$ cat src/core/dsi_regs.vh
// Register map, field positions, reset values and timing counts of the status indicator block
`ifndef DSI_REGS_VH
`define DSI_REGS_VH

// ==========================================================
// Register offsets (word index on the plain register port)
`define DSI_REG_MODE      4'h0
`define DSI_REG_SELA      4'h1
`define DSI_REG_SELB      4'h2
`define DSI_REG_INV       4'h3
`define DSI_REG_DLYA      4'h4
`define DSI_REG_DLYB      4'h5
`define DSI_REG_GEAR      4'h6
`define DSI_REG_ILKT      4'h7
`define DSI_REG_STATE     4'h8
`define DSI_REG_IRQST     4'h9
`define DSI_REG_IRQMSK    4'ha

// ==========================================================
// Mode codes (8-bit two's complement)
`define DSI_MODE_NONE     8'hff
`define DSI_MODE_PHASE    8'h00
`define DSI_MODE_STATUS   8'h08

// ==========================================================
// Reset values
`define DSI_RST_MODE      8'h00
`define DSI_RST_SEL       8'h80
`define DSI_RST_INV       2'h0
`define DSI_RST_DLY       8'h00
`define DSI_RST_GEAR      16'h0101
`define DSI_RST_GEAR_A    8'h01
`define DSI_RST_GEAR_B    8'h01
`define DSI_RST_ILKT      8'h0a
`define DSI_SEL_CONST_OFF 8'h80
`define DSI_SEL_CONST_ON  8'h81

// ==========================================================
// Field positions
`define DSI_INV_A         0
`define DSI_INV_B         1
`define DSI_IRQ_ALARM     0
`define DSI_IRQ_POWREM    1
`define DSI_IRQ_INFO      2

// ==========================================================
// Timing: clock 25 MHz, 1 ms tick, blink 250 ms, tenth 100 ms
`define DSI_CLK_HZ        25000000
`define DSI_TICK_MS       1
`define DSI_TICK_CYC      (`DSI_CLK_HZ / 1000 * `DSI_TICK_MS)
`define DSI_MAX_DLY_MS    250
`define DSI_BLINK_MS      250
`define DSI_TENTH_MS      100
`define DSI_PAUSE_SLOTS   4'h6

`endif

$ cat src/core/dsi_off_delay.v
// OFF-delay stage for one status channel
`timescale 1ns/1ps
`default_nettype none
`include "dsi_regs.vh"
module dsi_off_delay (
   // Clock and reset
   input  wire       sys_clk,
   input  wire       reset,
   // Delay in ms and signal
   input  wire [7:0] delayMs,
   input  wire       sigIn,
   output reg        sigOut_ff
);
   reg  [7:0]  cnt_ff;
   reg  [14:0] subCnt_ff;
   wire [7:0]  lim    = (delayMs > `DSI_MAX_DLY_MS) ? 8'hfa : delayMs;
   wire        msDone = (subCnt_ff == `DSI_TICK_CYC - 1);

   // ON passes at once; OFF waits whole ms counted from the fall, not from a shared tick
   always @(posedge sys_clk) begin
      if (reset) begin
         sigOut_ff <= 1'b0;
         cnt_ff    <= 8'h00;
         subCnt_ff <= 15'h0000;
      end else if (sigIn) begin
         sigOut_ff <= 1'b1;
         cnt_ff    <= 8'h00;
         subCnt_ff <= 15'h0000;
      end else if (sigOut_ff) begin
         if (cnt_ff >= lim) begin
            sigOut_ff <= 1'b0;
         end else if (msDone) begin
            cnt_ff    <= cnt_ff + 8'h01;
            subCnt_ff <= 15'h0000;
         end else begin
            subCnt_ff <= subCnt_ff + 15'h0001;
         end
      end
   end
endmodule // dsi_off_delay
`default_nettype wire

$ cat src/core/dsi_status_indicator.v
// Differential phase/status output and power/alarm indicator encoder
//
// The register offsets and the strobed register port were decided locally.
`timescale 1ns/1ps
`default_nettype none
`include "dsi_regs.vh"
module dsi_status_indicator (
   // Clock and reset
   input  wire        sys_clk,
   input  wire        reset,
   // Register port
   input  wire [3:0]  regAddr,
   input  wire [15:0] regWrData,
   input  wire        regWrStb,
   input  wire        regRdStb,
   output reg  [15:0] regRdData_ff,
   // Feedback position and internal signals
   input  wire [31:0] feedbackPos,
   input  wire [127:0] statusSignals,
   // Driver conditions
   input  wire        alarmActive,
   input  wire [3:0]  alarmBlinkCount,
   input  wire        powerRemoval,
   input  wire        infoActive,
   input  wire        teachActive,
   input  wire        interlockReleased,
   input  wire        switchExecuting,
   input  wire        simMode,
   // Differential outputs
   output reg         phase_a_out,
   output reg         phase_b_out,
   output reg         diff_status_chan_a,
   output reg         diff_status_chan_b,
   output reg         diffOutEnable,
   // Indicator
   output reg         ledGreen_ff,
   output reg         ledRed_ff,
   // Interrupt
   output wire        irqOut
);
   // ==========================================================
   // Configuration registers
   reg  [7:0]  mode_ff;
   reg  [7:0]  selA_ff;
   reg  [7:0]  selB_ff;
   reg  [1:0]  inv_ff;
   reg  [7:0]  dlyA_ff;
   reg  [7:0]  dlyB_ff;
   reg  [7:0]  gearA_ff;
   reg  [7:0]  gearB_ff;
   reg  [7:0]  ilkTime_ff;
   reg  [2:0]  irqSt_ff;
   reg  [2:0]  irqMsk_ff;
   reg  [2:0]  evPrev_ff;
   wire [2:0]  evNow = {infoActive | teachActive, powerRemoval, alarmActive};
   wire [2:0]  evRise = evNow & ~evPrev_ff;
   wire        wrIrq = regWrStb && (regAddr == `DSI_REG_IRQST);
   reg  [2:0]  pattern;

   // Register writes; sticky status, set wins over clear
   always @(posedge sys_clk) begin
      if (reset) begin
         mode_ff    <= `DSI_RST_MODE;
         selA_ff    <= `DSI_RST_SEL;
         selB_ff    <= `DSI_RST_SEL;
         inv_ff     <= `DSI_RST_INV;
         dlyA_ff    <= `DSI_RST_DLY;
         dlyB_ff    <= `DSI_RST_DLY;
         gearA_ff   <= `DSI_RST_GEAR_A;
         gearB_ff   <= `DSI_RST_GEAR_B;
         ilkTime_ff <= `DSI_RST_ILKT;
         irqSt_ff   <= 3'h0;
         irqMsk_ff  <= 3'h0;
         evPrev_ff  <= 3'h0;
      end else begin
         evPrev_ff <= evNow;
         irqSt_ff  <= (irqSt_ff & ~(wrIrq ? regWrData[2:0] : 3'h0)) | evRise;
         if (regWrStb) begin
            case (regAddr)
               `DSI_REG_MODE:   mode_ff    <= regWrData[7:0];
               `DSI_REG_SELA:   selA_ff    <= regWrData[7:0];
               `DSI_REG_SELB:   selB_ff    <= regWrData[7:0];
               `DSI_REG_INV:    inv_ff     <= regWrData[1:0];
               `DSI_REG_DLYA:   dlyA_ff    <= (regWrData > 16'h00fa) ? 8'hfa : regWrData[7:0];
               `DSI_REG_DLYB:   dlyB_ff    <= (regWrData > 16'h00fa) ? 8'hfa : regWrData[7:0];
               `DSI_REG_GEAR: begin
                  gearA_ff <= regWrData[15:8];
                  gearB_ff <= regWrData[7:0];
               end
               `DSI_REG_ILKT:   ilkTime_ff <= (regWrData > 16'h0032) ? 8'h32 : regWrData[7:0];
               `DSI_REG_IRQMSK: irqMsk_ff  <= regWrData[2:0];
               default: ;
            endcase
         end
      end
   end

   // Read data one cycle after the strobe
   always @(posedge sys_clk) begin
      if (reset) begin
         regRdData_ff <= 16'h0000;
      end else if (regRdStb) begin
         case (regAddr)
            `DSI_REG_MODE:   regRdData_ff <= {8'h00, mode_ff};
            `DSI_REG_SELA:   regRdData_ff <= {8'h00, selA_ff};
            `DSI_REG_SELB:   regRdData_ff <= {8'h00, selB_ff};
            `DSI_REG_INV:    regRdData_ff <= {14'h0000, inv_ff};
            `DSI_REG_DLYA:   regRdData_ff <= {8'h00, dlyA_ff};
            `DSI_REG_DLYB:   regRdData_ff <= {8'h00, dlyB_ff};
            `DSI_REG_GEAR:   regRdData_ff <= {gearA_ff, gearB_ff};
            `DSI_REG_ILKT:   regRdData_ff <= {8'h00, ilkTime_ff};
            `DSI_REG_STATE:  regRdData_ff <= {8'h00, ledRed_ff, ledGreen_ff, 3'h0, pattern};
            `DSI_REG_IRQST:  regRdData_ff <= {13'h0000, irqSt_ff};
            `DSI_REG_IRQMSK: regRdData_ff <= {13'h0000, irqMsk_ff};
            default:         regRdData_ff <= 16'h0000;
         endcase
      end else begin
         regRdData_ff <= 16'h0000;
      end
   end

   // A set mask bit blocks its status bit
   assign irqOut = |(irqSt_ff & ~irqMsk_ff);

   // ==========================================================
   // Millisecond tick
   reg  [14:0] tickCnt_ff;
   wire        msTick = (tickCnt_ff == `DSI_TICK_CYC - 1);
   always @(posedge sys_clk) begin
      if (reset || msTick) begin
         tickCnt_ff <= 15'h0000;
      end else begin
         tickCnt_ff <= tickCnt_ff + 15'h0001;
      end
   end

   // ==========================================================
   // Quadrature encoder; position scaled by gearA/gearB
   reg  [39:0] scaled_ff;
   reg  [31:0] quadPos_ff;
   always @(posedge sys_clk) begin
      if (reset) begin
         scaled_ff  <= 40'h0;
         quadPos_ff <= 32'h0;
      end else begin
         scaled_ff <= feedbackPos * gearA_ff;
         if (gearB_ff != 8'h00) begin
            quadPos_ff <= scaled_ff[31:0] / gearB_ff;
         end
      end
   end

   // Gray code of the two low bits gives A/B with direction
   wire quadA = quadPos_ff[1] ^ quadPos_ff[0];
   wire quadB = quadPos_ff[1];

   // ==========================================================
   // Status channels: select, OFF delay, invert
   wire selSigA = (selA_ff == `DSI_SEL_CONST_OFF) ? 1'b0 :
                  (selA_ff[7] ? 1'b0 : statusSignals[selA_ff[6:0]]);
   wire selSigB = (selB_ff == `DSI_SEL_CONST_OFF) ? 1'b0 :
                  (selB_ff[7] ? 1'b0 : statusSignals[selB_ff[6:0]]);
   wire dlyOutA;
   wire dlyOutB;
   dsi_off_delay u_delayA (
      .sys_clk   (sys_clk),
      .reset     (reset),
      .delayMs   (dlyA_ff),
      .sigIn     (selSigA),
      .sigOut_ff (dlyOutA)
   );
   dsi_off_delay u_delayB (
      .sys_clk   (sys_clk),
      .reset     (reset),
      .delayMs   (dlyB_ff),
      .sigIn     (selSigB),
      .sigOut_ff (dlyOutB)
   );

   // Output multiplexer per mode
   always @(posedge sys_clk) begin
      if (reset) begin
         phase_a_out        <= 1'b0;
         phase_b_out        <= 1'b0;
         diff_status_chan_a <= 1'b0;
         diff_status_chan_b <= 1'b0;
         diffOutEnable      <= 1'b0;
      end else begin
         phase_a_out        <= 1'b0;
         phase_b_out        <= 1'b0;
         diff_status_chan_a <= 1'b0;
         diff_status_chan_b <= 1'b0;
         diffOutEnable      <= 1'b0;
         case (mode_ff)
            `DSI_MODE_PHASE: begin
               phase_a_out   <= quadA;
               phase_b_out   <= quadB;
               diffOutEnable <= 1'b1;
            end
            `DSI_MODE_STATUS: begin
               diff_status_chan_a <= dlyOutA ^ inv_ff[`DSI_INV_A];
               diff_status_chan_b <= dlyOutB ^ inv_ff[`DSI_INV_B];
               diffOutEnable      <= 1'b1;
            end
            default: ;
         endcase
      end
   end

   // ==========================================================
   // Indicator timebase: 250 ms slots
   reg  [7:0]  slotMs_ff;
   reg  [4:0]  slot_ff;
   reg         blink_ff;
   wire        slotTick = msTick && (slotMs_ff == `DSI_BLINK_MS - 1);
   always @(posedge sys_clk) begin
      if (reset) begin
         slotMs_ff <= 8'h00;
         slot_ff   <= 5'h00;
         blink_ff  <= 1'b0;
      end else if (msTick) begin
         slotMs_ff <= slotTick ? 8'h00 : slotMs_ff + 8'h01;
         if (slotTick) begin
            slot_ff  <= slot_ff + 5'h01;
            blink_ff <= ~blink_ff;
         end
      end
   end

   // Alarm burst: count on/off pairs then a pause
   reg  [5:0]  almSlot_ff;
   wire [5:0]  almLen = {1'b0, alarmBlinkCount, 1'b0} + {2'b00, `DSI_PAUSE_SLOTS}; // Six bits: 15 pairs plus pause
   always @(posedge sys_clk) begin
      if (reset || !alarmActive) begin
         almSlot_ff <= 6'h00;
      end else if (slotTick) begin
         almSlot_ff <= (almSlot_ff >= almLen - 6'h01) ? 6'h00 : almSlot_ff + 6'h01;
      end
   end
   wire almOn = (almSlot_ff < {1'b0, alarmBlinkCount, 1'b0}) && !almSlot_ff[0];

   // Interlock release window in tenths of a second
   reg  [6:0]  ilkMs_ff;
   reg  [5:0]  ilkTenth_ff;
   reg         ilkShow_ff;
   reg         ilkPrev_ff;
   always @(posedge sys_clk) begin
      if (reset) begin
         ilkMs_ff    <= 7'h00;
         ilkTenth_ff <= 6'h00;
         ilkShow_ff  <= 1'b0;
         ilkPrev_ff  <= 1'b0;
      end else begin
         ilkPrev_ff <= interlockReleased;
         if (interlockReleased && !ilkPrev_ff && ilkTime_ff != 8'h00) begin
            ilkShow_ff  <= 1'b1;
            ilkMs_ff    <= 7'h00;
            ilkTenth_ff <= 6'h00;
         end else if (ilkShow_ff && msTick) begin
            if (ilkMs_ff == `DSI_TENTH_MS - 1) begin
               ilkMs_ff    <= 7'h00;
               ilkTenth_ff <= ilkTenth_ff + 6'h01;
               if ({2'b00, ilkTenth_ff} + 8'h01 >= ilkTime_ff) begin
                  ilkShow_ff <= 1'b0;
               end
            end else begin
               ilkMs_ff <= ilkMs_ff + 7'h01;
            end
         end
      end
   end

   // ==========================================================
   // Pattern priority and LED drive
   localparam P_NORMAL = 3'h0;
   localparam P_ALARM  = 3'h1;
   localparam P_POWREM = 3'h2;
   localparam P_INFO   = 3'h3;
   localparam P_ILK    = 3'h4;
   localparam P_EXEC   = 3'h5;
   localparam P_SIM    = 3'h6;
   always @* begin
      if (simMode)                       pattern = P_SIM;
      else if (alarmActive)              pattern = P_ALARM;
      else if (powerRemoval)             pattern = P_POWREM;
      else if (infoActive || teachActive) pattern = P_INFO;
      else if (ilkShow_ff)               pattern = P_ILK;
      else if (switchExecuting)          pattern = P_EXEC;
      else                               pattern = P_NORMAL;
   end

   // Double blink: slots 0 and 2 of each 8-slot group
   wire dblOn = (slot_ff[2:0] == 3'h0) || (slot_ff[2:0] == 3'h2);
   always @(posedge sys_clk) begin
      if (reset) begin
         ledGreen_ff <= 1'b0;
         ledRed_ff   <= 1'b0;
      end else begin
         case (pattern)
            P_ALARM:  begin ledGreen_ff <= 1'b0;     ledRed_ff <= almOn;    end
            P_POWREM: begin ledGreen_ff <= blink_ff; ledRed_ff <= 1'b0;     end
            P_INFO:   begin ledGreen_ff <= dblOn;    ledRed_ff <= dblOn;    end
            P_ILK:    begin ledGreen_ff <= blink_ff; ledRed_ff <= blink_ff; end
            P_EXEC:   begin ledGreen_ff <= 1'b1;     ledRed_ff <= 1'b1;     end
            P_SIM: begin
               ledGreen_ff <= (slot_ff[1:0] == 2'h0) || (slot_ff[1:0] == 2'h2);
               ledRed_ff   <= (slot_ff[1:0] == 2'h1) || (slot_ff[1:0] == 2'h2);
            end
            default:  begin ledGreen_ff <= 1'b1;     ledRed_ff <= 1'b0;     end
         endcase
      end
   end
endmodule // dsi_status_indicator
`default_nettype wire

$ cat config.mk
export PLATFORM = sky130hd
export DESIGN_NAME = dsi_status_indicator
export DESIGN_NICKNAME = d
export VERILOG_FILES = /design/src/core/dsi_off_delay.v /design/src/core/dsi_status_indicator.v
export VERILOG_INCLUDE_DIRS = /design/src /design/src/core
export SDC_FILE = /design/constraint.sdc
export NUM_CORES = 2
export LEC_CHECK = 0
export BUFFER_PORTS_ARGS = -buffer_cell sky130_fd_sc_hd__buf_4
export CORE_UTILIZATION = 35
export CTS_CLUSTER_SIZE = 30
export DETAILED_ROUTE_END_ITERATION = 16
export PLACE_DENSITY = 0.6
export SKIP_LAST_GASP = 1
export SYNTH_ARGS = -nofsm -noshare
export SYNTH_HDL_FRONTEND = slang
export SYNTH_HIERARCHICAL = 1
export SYNTH_SLANG_ARGS = --single-unit
$ cat constraint.sdc
create_clock -name sys_clk -period 99.7 [get_ports sys_clk]
set_clock_uncertainty 0.1 [all_clocks]
set_input_delay 29.91 -clock sys_clk [delete_from_list [all_inputs] [get_ports sys_clk]]
set_output_delay 29.91 -clock sys_clk [all_outputs]
set_load 0.02 [all_outputs]
==> results.py <==
metrics = {
    "synth": {
        "synth-async-reset-ratio_pct": 0,
        "syn_area_mm2": 0.0370,
        "synth_flop_cell": "dfxtp_1",
        "synth_edf_count": 0,
        "yosys.cell_types.count": 133,
        "synth_cells": 4762,
        "yosysTopAreaCell": "dfxtp_1",
        "synth-seq-cells": 228,
        "yosysWarnings": 6,
        "synthTopCellsByArea": "dfxtp_1 12%, ha_1 11%, fa_1 8.4%",
        "ys_seq_area_share_pct": 12.3,
        "synth_top_area_share_pct": 12.3,
        "syn-num-nets": 5428,
        "syn_area_per_cell_um2": 7.78,
    },
    "timing": {
        "max_freq_mhz": 11.0,
        "hold_violations": 0,
        "finalCritPeriodShare_pct": 91.1,
        "slew-limit-headroom_pct": 14.5,
        "fin_crit_ps": 90860,
        "tightest_slew_ps": 1280,
        "drv_slew": 0,
        "setup_viol_count_final": 0,
    },
    "run_status": {
        "status": "completed",
    },
    "placed_design": {
        "gp_congestion": 0.948,
        "dpl.hpwl_um": 92100,
        "numPortBuffers": 218,
    },
    "clocking": {
        "clk_latency_ps": 580,
        "cts-buffers-inserted": 28,
        "cts_buffer_depth": 3,
        "clkTransAtPathRegs_ps": 60,
        "clock_sinks": 228,
        "cts_root_buf": "clkbuf_16",
        "cts.htree.levels": 1,
        "cts_tree": "done",
    },
    "die": {
        "die_width_um": 327,
        "core_mm2": 0.104,
        "start_util_pct": 35.5,
        "die-area_mm2": 0.107,
        "rows": 118,
        "die_y_um": 327,
        "ios": 219,
    },
    "detailed_routing": {
        "first_iter_violations": 2669,
        "wirelength_um": 115000,
        "postRouteAntennaNets": 0,
        "vias_per_cell": 5.81,
        "drc_errors": 0,
        "drtPass1Iterations": 5,
        "vias": 36378,
        "wl_per_cell_um": 18.4,
    },
    "global_route": {
        "grt_usage_pct": 20.8,
        "grt_pass1_wl_um": 186000,
        "grt_start_max_net_pins": 71,
        "grt-ovfl-total": 0,
        "grt_pass1_vias": 34582,
        "antenna_found_initial": 6,
    },
    "setup_path": {
        "start_kind": "flip-flop",
        "crit_fanout": 26,
        "slowest_stage": "or4_1",
        "crit_path_max_incr_delay_ps": 780,
        "critPathRequiredTime_ps": 100030,
        "worstSetupPathType": "reg -> reg",
        "setup.worst_path.end_class": "flip-flop",
        "arrival_ps": 91190,
        "path_common_cell": "o21a_1",
    },
    "flow_run": {
        "maxCapViolations": 0,
    },
    "final_layout": {
        "drive_above_1_share_pct": 12.9,
        "layout.nets": 5531,
        "diodes": 0,
        "final_util_pct": 39.4,
        "syn2layout_area_growth_pct": 10.8,
    },
    "worst_hold_path": {
        "hold_class": "reg -> reg",
    },
}
==> worst max-delay path: cells and delay by family, from the launching register on <==
family	cells	cell delay (ps)
simple gates	137	31700
fa+ha+maj	31	9330
mux	10	2860
flops	1	390
compound gates	205	44430
buf+inv	16	1730
==> worst paths after layout <==
check	startpoint	end	slack [ps]	cells past startpoint
setup / recovery	gearB_ff[7]	quadPos_ff[0]	8840	399
hold / removal	tickCnt_ff[0]	tickCnt_ff[0]	350	1
setup reg to reg	gearB_ff[7]	quadPos_ff[0]	8840	399
hold reg to reg	tickCnt_ff[0]	tickCnt_ff[0]	350	1
==> final cells by class <==
| cell class | instances | area, um2 |
|---|---|---|
| clock buffer | 34 | 733 |
| clock inverter | 17 | 263 |
| fill | 10811 | 63200 |
| inverter | 254 | 953 |
| multi-input combinational | 4081 | 30800 |
| sequential | 228 | 4570 |
| tap | 1380 | 1730 |
| timing repair buffer | 272 | 2040 |
==> layer usage <==
layer  vias up  track usage, %  routed length, um
met5         -               0                 27
met4         4            4.79               2640
met3       161            2.29               6600
met2      1128            35.2              53700
met1     17423            28.4              52200
li1      17662               -                  -
==> cell usage after synthesis, types with 47 or more instances <==
cell type,n
nor2b_1,52
inv_1,254
nand2_1,503
mux2i_1,63
and2_1,152
dfxtp_1,228
a21o_1,51
xor2_1,79
ha_1,315
o21a_1,154
xnor2_1,138
o21ai_0,155
a211oi_1,47
fa_1,156
a31oi_1,56
nor3_1,182
clkbuf_1,149
nand3_1,144
nor2_1,480
a21oi_1,306
mux4_2,87
o31ai_1,75
nand4_1,71
==> layout by cell type (no fill, tap or decap), drive strengths merged, types with 87 or more instances in the layout <==
master	instances
dfxtp	228
fa	156
nor2	486
nor3	187
xnor2	140
nand2	510
nand3	148
o21ai	198
inv	258
o21a	154
a21oi	319
and2	156
ha	315
buf	272
mux4	87
==> stage by stage <==
stage                     area [um2]  setup WS, ps  setup TNS (ps)  hold WS [ps]  std cells
after global routing           41100         -6.74           -6.74           376       6266
after CTS                      40800          5780               0           359       6245
after floorplan                37000         17890               0           318       4762
final                          41100          8840               0           352       6266
after detailed placement       39800          6180               0           350       6194
after global placement         39800          9210               0           333       6194
==> cell families after synthesis <==
group / share of synthesized area, %
AND/OR/NAND/NOR: 26.4
AO/OA/AOI/OAI: 23.3
adder cells (fa/ha/maj): 19.2
buffers and inverters: 4.90
flip-flops: 12.3
XOR/XNOR: 5.22
multiplexers: 8.63
==> sequential cells by signal (all words and copies together), names as in the netlist, 15 cells and up <==
register	flops
regRdData_ff	16
u_delayA/subCnt_ff	15
tickCnt_ff	15
u_delayB/subCnt_ff	15
scaled_ff	32
==> what timing repair did <==
item                                    in CTS  in global routing
endpoints found under the setup margin       0                  2
gates resized for setup                      0                 10
hold buffers                                 0                  0
setup buffers                                0                 19
Power is not shown: default switching activity piles up to over one toggle a cycle in this logic, so the estimate is an artifact.
